<file path="src/include/tpi_consts.vh">
// Constants for the tuner synthesizer serial programming block
`ifndef TPI_CONSTS_VH
`define TPI_CONSTS_VH
`define TPI_ADDR_FIXED 5'h18
`define TPI_CTRL_RESET 8'hCB
`define TPI_PORT_RESET 8'h00
`define TPI_GAIN_RESET 8'h20
`define TPI_TEST_AUX 3'h3
`define TPI_TEST_HIZ 3'h2
`define TPI_TEST_FREQ 3'h4
`define TPI_TOP_EXT 3'h6
`define TPI_TOP_OFF 3'h7
`define TPI_REF_80 8'h50
`define TPI_REF_128 8'h80
`define TPI_REF_24 8'h18
`define TPI_REF_64 8'h40
`define TPI_TOP_115 8'h73
`define TPI_TOP_112 8'h70
`define TPI_TOP_109 8'h6D
`define TPI_TOP_106 8'h6A
`define TPI_TOP_103 8'h67
`define TPI_ADC_MAX 3'h4
`define TPI_BAND_LOW 2'h1
`define TPI_BAND_MID 2'h2
`define TPI_BAND_HIGH 2'h0
`endif

</file>
<file path="src/rtl/tpi_tuner_pll_i2c.v">
// Serial-bus programming slave of a tuner synthesizer with decoded settings outputs
`timescale 1ns/1ps
`include "tpi_consts.vh"
module tpi_tuner_pll_i2c (
	input wire mclk,
	input wire reset,
	input wire scl_in,
	input wire sda_in,
	output reg sda_out_q,
	output reg sda_oe_q,
	input wire [1:0] address_sel_bits,
	input wire pll_locked,
	input wire gain_active,
	input wire [2:0] adc_level_bits,
	output reg [14:0] divider_ratio_q,
	output reg pump_current_sel_q,
	output reg pump_hiz_q,
	output reg freq_test_q,
	output reg [7:0] ref_ratio_q,
	output reg tuning_output_disable_q,
	output reg [3:0] high_side_oe_q,
	output reg [3:0] low_side_oe_q,
	output reg [1:0] band_sel_q,
	output reg gain_loop_speed_bit_q,
	output reg [7:0] takeover_dbuv_q,
	output reg gain_detector_off_q,
	output reg gain_output_hiz_q,
	output reg gain_fast_source_q
);
	localparam ST_IDLE = 3'h0;
	localparam ST_ADDR = 3'h1;
	localparam ST_ACK = 3'h2;
	localparam ST_WDATA = 3'h3;
	localparam ST_RDATA = 3'h4;
	localparam ST_RACK = 3'h5;
	localparam ST_SKIP = 3'h6;

	// Byte roles within a write telegram
	localparam EXP_ANY = 2'h0;
	localparam EXP_DIVLO = 2'h1;
	localparam EXP_PORT = 2'h2;
	localparam EXP_GAIN = 2'h3;

	wire scl_lvl;
	wire scl_rise;
	wire scl_fall;
	wire sda_lvl;
	wire sda_rise;
	wire sda_fall;
	reg [2:0] state_q;
	reg [7:0] shift_q;
	reg [3:0] bit_cnt_q;
	reg is_read_q;
	reg addr_phase_q;
	reg ack_drive_q;
	reg [1:0] expect_q;
	reg [6:0] div_high_q;
	reg [7:0] loop_control_q;
	reg [7:0] port_switch_q;
	reg [7:0] gain_settings_q;
	reg por_flag_q;
	reg por_sent_q;
	reg [7:0] status_q;
	reg [2:0] adc_stable_q;
	reg [2:0] adc_prev_q;
	reg [2:0] lvl_meta_q;
	reg [2:0] lvl_sync_q;
	reg [2:0] adc_meta_q;
	reg [2:0] adc_sync_q;

	////////////////////////////////////////////////////////////////
	// Pin sampling
	tpi_sync u_scl (
		.mclk(mclk),
		.reset(reset),
		.async_in(scl_in),
		.level_q(scl_lvl),
		.rise_q(scl_rise),
		.fall_q(scl_fall)
	);

	tpi_sync u_sda (
		.mclk(mclk),
		.reset(reset),
		.async_in(sda_in),
		.level_q(sda_lvl),
		.rise_q(sda_rise),
		.fall_q(sda_fall)
	);

	wire start_cond = sda_fall & scl_lvl;
	wire stop_cond = sda_rise & scl_lvl;

	// Status sources come from analog circuits, so synchronise them
	always @(posedge mclk) begin
		if (reset) begin
			lvl_meta_q <= 3'h0;
			lvl_sync_q <= 3'h0;
			adc_meta_q <= 3'h0;
			adc_sync_q <= 3'h0;
			adc_prev_q <= 3'h0;
			adc_stable_q <= 3'h0;
		end else begin
			lvl_meta_q <= {pll_locked, gain_active, 1'b0};
			lvl_sync_q <= lvl_meta_q;
			adc_meta_q <= adc_level_bits;
			adc_sync_q <= adc_meta_q;
			adc_prev_q <= adc_sync_q;
			// Code taken only when steady two samples and in range; hides transition glitches
			if (adc_sync_q == adc_prev_q && adc_sync_q <= `TPI_ADC_MAX)
				adc_stable_q <= adc_sync_q;
		end
	end

	////////////////////////////////////////////////////////////////
	// Decode helpers
	function [7:0] ref_ratio;
		input [1:0] sel;
		begin
			case (sel)
				2'h0: ref_ratio = `TPI_REF_80;
				2'h1: ref_ratio = `TPI_REF_128;
				2'h2: ref_ratio = `TPI_REF_24;
				default: ref_ratio = `TPI_REF_64;
			endcase
		end
	endfunction

	function [7:0] takeover;
		input [2:0] code;
		begin
			case (code)
				3'h0, 3'h1: takeover = `TPI_TOP_115;
				3'h2: takeover = `TPI_TOP_112;
				3'h3: takeover = `TPI_TOP_109;
				3'h4: takeover = `TPI_TOP_106;
				3'h5: takeover = `TPI_TOP_103;
				default: takeover = 8'h00;
			endcase
		end
	endfunction

	function [1:0] band;
		input [1:0] p;
		begin
			case (p)
				2'h1: band = `TPI_BAND_LOW;
				2'h2: band = `TPI_BAND_MID;
				default: band = `TPI_BAND_HIGH;
			endcase
		end
	endfunction

	////////////////////////////////////////////////////////////////
	// Bus protocol engine
	always @(posedge mclk) begin
		if (reset) begin
			state_q <= ST_IDLE;
			shift_q <= 8'h00;
			bit_cnt_q <= 4'h0;
			is_read_q <= 1'b0;
			addr_phase_q <= 1'b0;
			ack_drive_q <= 1'b0;
			expect_q <= EXP_ANY;
			div_high_q <= 7'h00;
			divider_ratio_q <= 15'h0000;
			loop_control_q <= `TPI_CTRL_RESET;
			port_switch_q <= `TPI_PORT_RESET;
			gain_settings_q <= `TPI_GAIN_RESET;
			por_flag_q <= 1'b1;
			por_sent_q <= 1'b0;
			status_q <= 8'h00;
			sda_out_q <= 1'b1;
			sda_oe_q <= 1'b0;
		end else if (start_cond) begin
			state_q <= ST_ADDR;
			bit_cnt_q <= 4'h0;
			expect_q <= EXP_ANY;
			sda_oe_q <= 1'b0;
		end else if (stop_cond) begin
			state_q <= ST_IDLE;
			sda_oe_q <= 1'b0;
		end else begin
			case (state_q)
				ST_ADDR, ST_WDATA: begin
					if (scl_rise) begin
						shift_q <= {shift_q[6:0], sda_lvl};
						bit_cnt_q <= bit_cnt_q + 4'h1;
					end else if (scl_fall && bit_cnt_q == 4'h8) begin
						bit_cnt_q <= 4'h0;
						state_q <= ST_ACK;
						addr_phase_q <= (state_q == ST_ADDR);
						ack_drive_q <= 1'b1;
						if (state_q == ST_ADDR) begin
							if (shift_q[7:3] == `TPI_ADDR_FIXED && shift_q[2:1] == address_sel_bits) begin
								is_read_q <= shift_q[0];
								sda_out_q <= 1'b0;
								sda_oe_q <= 1'b1;
							end else begin
								ack_drive_q <= 1'b0;
								state_q <= ST_SKIP;
							end
						end else begin
							sda_out_q <= 1'b0;
							sda_oe_q <= 1'b1;
							case (expect_q)
								EXP_DIVLO: begin
									divider_ratio_q <= {div_high_q, shift_q};
									expect_q <= EXP_ANY;
								end
								EXP_PORT: begin
									port_switch_q <= shift_q;
									expect_q <= EXP_ANY;
								end
								EXP_GAIN: begin
									gain_settings_q <= shift_q;
									expect_q <= EXP_ANY;
								end
								default: begin
									if (!shift_q[7]) begin
										div_high_q <= shift_q[6:0];
										expect_q <= EXP_DIVLO;
									end else begin
										loop_control_q <= shift_q;
										expect_q <= (shift_q[5:3] == `TPI_TEST_AUX) ? EXP_GAIN : EXP_PORT;
									end
								end
							endcase
						end
					end
				end
				ST_ACK: begin
					if (scl_fall) begin
						sda_oe_q <= 1'b0;
						sda_out_q <= 1'b1;
						if (addr_phase_q && is_read_q) begin
							status_q <= {por_flag_q, lvl_sync_q[2], 2'h3, lvl_sync_q[1], adc_stable_q};
							state_q <= ST_RDATA;
							sda_oe_q <= ~por_flag_q | 1'b0;
							sda_out_q <= por_flag_q;
							por_sent_q <= por_flag_q;
						end else begin
							state_q <= ST_WDATA;
						end
					end
				end
				ST_RDATA: begin
					// Open-drain: drive only zeros
					if (scl_fall) begin
						bit_cnt_q <= bit_cnt_q + 4'h1;
						if (bit_cnt_q == 4'h7) begin
							sda_oe_q <= 1'b0;
							sda_out_q <= 1'b1;
							state_q <= ST_RACK;
							bit_cnt_q <= 4'h0;
						end else begin
							sda_out_q <= status_q[3'h6 - bit_cnt_q[2:0]];
							sda_oe_q <= ~status_q[3'h6 - bit_cnt_q[2:0]];
						end
					end
				end
				ST_RACK: begin
					if (scl_rise) begin
						if (por_sent_q)
							por_flag_q <= 1'b0;
						por_sent_q <= 1'b0;
						// Master ack asks for a repeat of the status byte
						if (!sda_lvl) begin
							status_q <= {1'b0, lvl_sync_q[2], 2'h3, lvl_sync_q[1], adc_stable_q};
							state_q <= ST_ACK;
							addr_phase_q <= 1'b1;
						end else begin
							state_q <= ST_SKIP;
						end
					end
				end
				default: begin
					sda_oe_q <= 1'b0;
				end
			endcase
		end
	end

	////////////////////////////////////////////////////////////////
	// Decoded settings; registered so every output is a flip-flop
	always @(posedge mclk) begin
		if (reset) begin
			pump_current_sel_q <= 1'b1;
			pump_hiz_q <= 1'b0;
			freq_test_q <= 1'b0;
			ref_ratio_q <= `TPI_REF_80;
			tuning_output_disable_q <= 1'b1;
			high_side_oe_q <= 4'h0;
			low_side_oe_q <= 4'h0;
			band_sel_q <= `TPI_BAND_HIGH;
			gain_loop_speed_bit_q <= 1'b0;
			takeover_dbuv_q <= `TPI_TOP_112;
			gain_detector_off_q <= 1'b0;
			gain_output_hiz_q <= 1'b0;
			gain_fast_source_q <= 1'b0;
		end else begin
			pump_current_sel_q <= loop_control_q[6];
			pump_hiz_q <= (loop_control_q[5:3] == `TPI_TEST_HIZ);
			freq_test_q <= (loop_control_q[5:3] == `TPI_TEST_FREQ);
			ref_ratio_q <= ref_ratio(loop_control_q[2:1]);
			tuning_output_disable_q <= loop_control_q[0];
			high_side_oe_q <= port_switch_q[3:0];
			// Low-side enables are the upper four bits of the port byte
			low_side_oe_q <= port_switch_q[7:4];
			band_sel_q <= band(port_switch_q[1:0]);
			gain_loop_speed_bit_q <= gain_settings_q[7];
			takeover_dbuv_q <= takeover(gain_settings_q[6:4]);
			gain_detector_off_q <= gain_settings_q[6:5] == 2'h3;
			gain_output_hiz_q <= gain_settings_q[6:4] == `TPI_TOP_EXT;
			// External mode releases the pin, so no source current even with the fast bit set
			gain_fast_source_q <= (gain_settings_q[6:4] != `TPI_TOP_EXT) &
				(gain_settings_q[7] | (gain_settings_q[6:4] == `TPI_TOP_OFF));
		end
	end
endmodule

</file>
<file path="src/rtl/tpi_sync.v">
// Two-flop synchroniser with edge detection on the synchronised level
`timescale 1ns/1ps
module tpi_sync (
	input wire mclk,
	input wire reset,
	input wire async_in,
	output reg level_q,
	output reg rise_q,
	output reg fall_q
);
	reg meta_q;
	reg sync_q;

	// First stage read only by second stage
	always @(posedge mclk) begin
		if (reset) begin
			meta_q <= 1'b1;
			sync_q <= 1'b1;
			level_q <= 1'b1;
			rise_q <= 1'b0;
			fall_q <= 1'b0;
		end else begin
			meta_q <= async_in;
			sync_q <= meta_q;
			level_q <= sync_q;
			rise_q <= sync_q & ~level_q;
			fall_q <= ~sync_q & level_q;
		end
	end
endmodule

</file>
<file path="config.mk">
export PLATFORM = sky130hd
export DESIGN_NAME = tpi_tuner_pll_i2c
export DESIGN_NICKNAME = d
export VERILOG_FILES = /design/src/rtl/tpi_tuner_pll_i2c.v /design/src/rtl/tpi_sync.v
export VERILOG_INCLUDE_DIRS = /design/src /design/src/include
export SDC_FILE = /design/constraint.sdc
export NUM_CORES = 1
export LEC_CHECK = 0
export BUFFER_PORTS_ARGS = -buffer_cell sky130_fd_sc_hd__buf_2
export CORE_ASPECT_RATIO = 2
export CORE_MARGIN = 2
export CORE_UTILIZATION = 50
export CTS_CLUSTER_SIZE = 16
export DETAILED_ROUTE_END_ITERATION = 8
export PLACE_DENSITY_LB_ADDON = 0.05
export SYNTH_ARGS = -nofsm -noshare
export SYNTH_HDL_FRONTEND = slang
export SYNTH_HIERARCHICAL = 1
export SYNTH_SLANG_ARGS = --single-unit
</file>
<file path="constraint.sdc">
create_clock -name mclk -period 3.23 [get_ports mclk]
set_input_delay 0.1615 -clock mclk [delete_from_list [all_inputs] [get_ports mclk]]
set_output_delay 0.1615 -clock mclk [all_outputs]
set_load 0.01 [all_outputs]
</file>
==> results of run 1 <==
[worst reg2reg max path, cell delays in order, from the launching register on]
cell and delay (ns):
dfxtp_1 0.38, inv_1 0.11, ha_1 0.17, and4b_1 0.24, and3_1 0.36, nand4b_1 0.55, mux2i_1 0.33, nor2_1 0.06
[per-layer routing]
| metal | share of wire [%] | GRT usage, % | up-vias |
|---|---|---|---|
| li1 | - | - | 1773 |
| met1 | 38 | 21.31 | 1699 |
| met2 | 57 | 39.24 | 94 |
| met3 | 3.2 | 6.241 | 19 |
| met4 | 2.3 | 9.378 | 0 |
| met5 | 0 | 0 | - |
[worst max path at each step]
stage / to / slack (ns) / cells after the start
floorplan: divider_ratio_q[10] / 1.35 / 9
detailed placement: port_switch_q[5] / 0.90 / 7
CTS: port_switch_q[5] / 0.88 / 7
global route: port_switch_q[1] / 0.69 / 7
finish: port_switch_q[6] / 0.91 / 7
global placement: port_switch_q[2] / 0.99 / 7
[sequential cells by signal (all words and copies together) (netlist names), 3 cells and up]
signal	flops
adc_meta_q	3
adc_prev_q	3
adc_stable_q	3
adc_sync_q	3
bit_cnt_q	4
div_high_q	7
divider_ratio_q	15
gain_settings_q	4
high_side_oe_q	4
loop_control_q	7
low_side_oe_q	4
port_switch_q	8
ref_ratio_q	4
shift_q	8
state_q	3
status_q	7
takeover_dbuv_q	6
[cell families (layout without fill, tap and decap cells)]
kind of cell | count (synthesis) | after routing | synth area share (%)
and+or+nand+nor | 199 | 199 | 21.92
AOI/OAI and AO/OA | 55 | 55 | 7.367
xor gates and xnor gates | 6 | 6 | 1.078
adders and majority gates | 5 | 5 | 1.283
buffers and inverters | 47 | 105 | 4.954
DFF | 125 | 125 | 51.33
muxes | 58 | 58 | 11.99
other | 1 | 5 | 0.07693
[repair_timing]
item | in CTS | in global routing
hold buffers | 7 | 0
endpoints found under the hold margin | 7 | 0
endpoints found under the setup margin | 0 | 0
[final cells by class]
type,count,area [um2]
clock buffers,20,446.7
clock inverters,12,135.1
fillers,820,3846
inverters,9,33.78
multi-input cells,328,2146
flip-flops and latches,125,2502
well taps,132,165.2
repair buffers,64,360.3
[Yosys cell counts (4+ instances only)]
| master | n | share of area [%] |
|---|---|---|
| nor2_1 | 81 | 6.2 |
| o21ai_0 | 8 | 0.82 |
| nor4b_1 | 4 | 0.72 |
| clkbuf_1 | 21 | 1.6 |
| buf_4 | 10 | 1.5 |
| nand3_1 | 9 | 0.92 |
| xnor2_1 | 5 | 0.90 |
| a21oi_1 | 21 | 2.2 |
| nor3_1 | 8 | 0.82 |
| nor3b_1 | 8 | 1.2 |
| mux2i_1 | 55 | 11 |
| buf_2 | 4 | 0.41 |
| or2_1 | 6 | 0.77 |
| ha_1 | 5 | 1.3 |
| dfxtp_1 | 125 | 51 |
| nand2_1 | 20 | 1.5 |
| nor2b_1 | 28 | 3.6 |
| nand2b_1 | 8 | 1.0 |
| inv_1 | 8 | 0.62 |
[where the power goes]
part	leakage (nW)	switching [mW]	internal, mW
sequential	1.01	0.0198	1.56
clock	0.285	0.687	1.16
combinational	1.25	0.0635	0.0452
total	2.54	0.770	2.77
==> qor.json, run 1 <==
{
  "outcome": {
    "outcome": "finished, final reports clean"
  },
  "sta": {
    "grt_setup_unrepaired": "false",
    "fin_crit_ns": 2.323,
    "timing.setup.tns_ns": 0,
    "timing.final.setup_violations": 0,
    "timing.max_slew.rel_slack_pct": 50.35,
    "tightestPinTransition_ns": 0.7448,
    "min_period_over_period_pct": 71.93,
    "hold_viol": 0,
    "final.setup_skew_ns": 0.009630,
    "slew_violations": 0,
    "fmax_mhz": 430.4,
    "post_route_worst_hold_slack_ns": 0.2815,
    "postLayoutSetupSlackWorst_ns": 0.9066
  },
  "drt": {
    "drt_first_iter_violations": 201,
    "detail-route-antenna-nets": 0,
    "routedWlPerCell_um": 15.14,
    "detailedRoute.firstPassIterationCount": 5,
    "vias": 3585,
    "via_per_inst": 5.196,
    "post-route-drc-count": 0,
    "drt_wl_total_um": 10440
  },
  "worst_hold_path": {
    "hold_depth": 2,
    "hold_class": "primary input to flop",
    "min-delay-start": "reset",
    "hold_end": "addr_phase_q"
  },
  "worst_setup_path": {
    "critical_path_required_ns": 3.50,
    "r2r_end": "port_switch_q[6]",
    "startpoint_type_of_the_worst_setup_path": "flop",
    "timing.critical_path.cells": "inv_1, ha_1, and4b_1, and3_1, nand4b_1, mux2i_1, nor2_1",
    "timing.rr.start": "bit_cnt_q[0]",
    "reg2regPathDepth": 7,
    "setup.worst_path.class": "flop to flop",
    "timing.critical_path.slowest_cell_delay_ns": 0.54,
    "critPathArrivalTime_ns": 2.59,
    "worstSetupStartpoint": "bit_cnt_q[0]",
    "crit_buf_inv": 1,
    "crit_path_top_delay_cell": "nand4b_1",
    "critical-path-top-delay-family": "simple AND/OR/NAND/NOR gates",
    "crit_path_max_fanout": 8,
    "r2r_setup_slack_ns": 0.91,
    "worst_setup_path_end_kind": "flop"
  },
  "logic_synthesis": {
    "synth-main-ff-cell": "dfxtp_1",
    "synth_sequential_area_ratio_pct": 51.33,
    "synth_enable_flop_cells": 0,
    "ys_seq_elements": 125,
    "synthCells": 496,
    "synth.lib_cells_used.distinct": 57,
    "mean_cell_area_of_the_mapped_netlist_um2": 9.828,
    "synthesis.area_mm2": 0.004875,
    "synth-warning-count": 6,
    "async_flop_share_pct": 0
  },
  "floorplanning": {
    "io_pins": 62,
    "die_height_um": 143.6,
    "chip_width_um": 73.82,
    "core-area_mm2": 0.009635,
    "start_util_pct": 50.59,
    "die-area_mm2": 0.01060,
    "cell_row_count": 51
  },
  "cells_and_area": {
    "final_cells": 690,
    "mostFrequentLayoutCell": "dfxtp_1",
    "num_antenna_cells": 0,
    "final_core_util_pct": 60.08,
    "drive_gt1_share_pct": 18.28,
    "synthToLayoutAreaGrowth_pct": 18.76,
    "final_net_count": 561,
    "final_design_area_no_fill_mm2": 0.005789,
    "layout.cells.most_common_list": "125 x dfxtp_1, 81 x nor2_1, 55 x mux2i_1, 55 x buf_2, 28 x nor2b_1"
  },
  "clocking": {
    "cts_num_sinks": 125,
    "cts_made_buffers": 17,
    "clk_pin_slew_ns": 0.06,
    "cts.repair_timing.setup_buffer_count": 0,
    "cts_buffer_depth": 2,
    "ctsHtreeMaxLevel": 4,
    "cts_resized": 0,
    "cts_tree": "yes",
    "worst_skew_pair.late_latency_ns": 0.41,
    "clockRootBuffer": "clkbuf_16"
  },
  "grt": {
    "grt_max_degree": 78,
    "antenna_found_initial": 0,
    "vias_in_the_first_global_route": 3577,
    "grt.total_usage_pct": 21.34,
    "grt_remaining_overflow": 0,
    "grt_first_pass_wirelength_um": 17080
  },
  "place": {
    "placed_cell_area_mm2": 0.005137,
    "post-place-cells": 651,
    "dp_hpwl_um": 7307,
    "port-buffer-count": 56,
    "dp_slack_ns": 0.8986,
    "globalplace.congestion": 0.8449
  },
  "power": {
    "p_per_area_mw_per_mm2": 610.7,
    "leakagePower_nw": 2.544,
    "vdd_ir_drop_max_mv": 0.6738,
    "total_power_mw": 3.536
  },
  "flow_run": {
    "drv.max_cap_violation_count": 0
  }
}
(Power assumes the default switching activity.)
==> run 2, diff against run 1 <==
==> constraint.sdc (replaced) <==
create_clock -name mclk -period 2.35 [get_ports mclk]
set_input_delay 0.1175 -clock mclk [delete_from_list [all_inputs] [get_ports mclk]]
set_output_delay 0.1175 -clock mclk [all_outputs]
set_load 0.01 [all_outputs]
==> run 2 against run 1 <==
  * Clock skew about the same
  * First-iteration DRC count decreased by 11%
  * Final cell count grew 2.2%
  * Critical path type unchanged
  * Highest routed layer unchanged
==> qor.json, run 2 (same netlist as run 1, synthesis figures left out) <==
{
  "outcome": {
    "outcome": "finished, final reports clean"
  },
  "clocking": {
    "clockRootBuffer": "clkbuf_16",
    "cts_resized": 0,
    "cts_buffer_depth": 2,
    "cts_tree": "yes",
    "cts.repair_timing.setup_buffer_count": 0,
    "worst_skew_pair.late_latency_ns": 0.41,
    "clk_pin_slew_ns": 0.06,
    "hold_buffers_post_cts": 7,
    "cts_made_buffers": 17,
    "ctsHtreeMaxLevel": 4,
    "cts_num_sinks": 125
  },
  "sta": {
    "timing.max_slew.rel_slack_pct": 58.17,
    "fmax_mhz": 469.5,
    "postLayoutSetupSlackWorst_ns": 0.2202,
    "slew_violations": 0,
    "hold_viol": 0,
    "min_period_over_period_pct": 90.63,
    "grt_setup_unrepaired": "false",
    "timing.setup.tns_ns": 0,
    "final.setup_skew_ns": 0.009885,
    "tightestPinTransition_ns": 0.6209,
    "fin_crit_ns": 2.130,
    "timing.final.setup_violations": 0
  },
  "cells_and_area": {
    "ff_latch_area_mm2": 0.002502,
    "drive_gt1_share_pct": 20.59,
    "register_containing_the_most_flip_flops_in_the_final_layout": "divider_ratio_q",
    "area_used_by_multi_input_combinational_logic_mm2": 0.002146,
    "layout.cells.most_common_list": "125 x dfxtp_1, 81 x nor2_1, 55 x mux2i_1, 55 x buf_2, 28 x nor2b_1",
    "final_net_count": 576,
    "final_core_util_pct": 61.50,
    "fill_cells": 845,
    "largest_registers": "divider_ratio_q: 15 flops, port_switch_q: 8 flops, shift_q: 8 flops",
    "mostFrequentLayoutCell": "dfxtp_1",
    "largest_reg_flops": 15,
    "num_antenna_cells": 0,
    "synthToLayoutAreaGrowth_pct": 21.56
  },
  "worst_setup_path": {
    "setup.worst_path.class": "flop to flop",
    "critPathArrivalTime_ns": 2.42,
    "worst_setup_path_end_kind": "flop",
    "startpoint_type_of_the_worst_setup_path": "flop",
    "crit_path_top_delay_cell": "and4b_1",
    "r2r_end": "div_high_q[2]",
    "crit_path_max_fanout": 7,
    "r2r_setup_slack_ns": 0.22,
    "critical_path_required_ns": 2.64,
    "timing.critical_path.slowest_cell_delay_ns": 0.52,
    "worst_path_most_repeated_cell": "and4b_1",
    "timing.rr.start": "bit_cnt_q[0]",
    "reg2regPathDepth": 7,
    "timing.critical_path.cells": "inv_1, ha_1, and4b_1, and3_1, and4b_1, mux2i_1, nor2_1"
  },
  "grt": {
    "vias_in_the_first_global_route": 3474,
    "grt_first_pass_wirelength_um": 16550,
    "grt_remaining_overflow": 0,
    "grt_max_degree": 71,
    "antenna_found_initial": 0,
    "grt.total_usage_pct": 20.75
  },
  "place": {
    "dp_slack_ns": 0.2430,
    "port-buffer-count": 56,
    "dp_hpwl_um": 7322,
    "globalplace.congestion": 0.8389
  },
  "floorplanning": {
    "die_height_um": 143.6,
    "start_util_pct": 50.59,
    "io_pins": 62,
    "cell_row_count": 51,
    "chip_width_um": 73.82,
    "die-area_mm2": 0.01060,
    "core-area_mm2": 0.009635
  },
  "drt": {
    "detail-route-antenna-nets": 0,
    "drt_wl_total_um": 10520,
    "vias": 3611,
    "via_per_inst": 5.122,
    "drt_first_iter_violations": 179,
    "post-route-drc-count": 0,
    "routedWlPerCell_um": 14.92,
    "detailedRoute.firstPassIterationCount": 4
  },
  "power": {
    "vdd_ir_drop_max_mv": 0.8624,
    "leakagePower_nw": 2.624,
    "p_per_area_mw_per_mm2": 828.4
  },
  "worst_hold_path": {
    "hold_end": "divider_ratio_q[4]",
    "hold_depth": 2,
    "min-delay-start": "reset",
    "hold_class": "primary input to flop"
  },
  "flow_run": {
    "drv.max_cap_violation_count": 0
  }
}
## run 2: power by group
group	internal [mW]	switching [mW]	total, mW
clock network	1.62	0.950	2.57
registers	2.14	0.0186	2.16
logic	0.0737	0.100	0.174
## run 2: layout make-up
type / instances / area share [%]
clock inverters: 12 / 2.302
clock buffers: 20 / 7.707
well taps: 132 / 2.787
repair buffers: 79 / 8.193
flip-flops and latches: 125 / 42.23
inverters: 9 / 0.5701
multi-input cells: 328 / 36.21
## run 2: worst max-delay path: cells and delay by family, from the launching register on
kind,cells,cell delay (ns)
simple gates,4,1.17
buf+inv,1,0.10
mux,1,0.25
fa+ha+maj,1,0.18
flops,1,0.31
## run 2: how the worst max path moves through the flow
stage	to	startpoint	slack [ns]
2_1_floorplan	divider_ratio_q[10]	bit_cnt_q[0]	0.47
3_3_place_gp	div_high_q[4]	bit_cnt_q[0]	0.31
3_5_place_dp	div_high_q[2]	bit_cnt_q[0]	0.24
4_1_cts	div_high_q[2]	bit_cnt_q[0]	0.22
5_1_grt	div_high_q[1]	bit_cnt_q[0]	0.05
6_report	div_high_q[2]	bit_cnt_q[0]	0.22
## run 2: routing by layer
metal | routed length, um | track usage (%) | share of wire (%) | up-vias
li1 | - | - | - | 1804
met1 | 4067 | 21.00 | 39 | 1707
met2 | 5846 | 37.88 | 56 | 75
met3 | 287 | 5.330 | 2.7 | 25
met4 | 320 | 10.14 | 3.0 | 0
met5 | 0 | 0 | 0 | -
## run 2: per-stage QoR
step | hold WS [ns] | std cells | power [mW] | area [um2]
floorplan | 0.1933 | 500 | 2.323 | 4890
global placement | 0.2935 | 666 | 2.367 | 5263
detailed placement | 0.3066 | 666 | 2.370 | 5263
CTS | 0.1497 | 705 | 4.952 | 5926
global route | 0.1714 | 705 | 5.074 | 5926
finish | 0.1512 | 705 | 4.909 | 5926
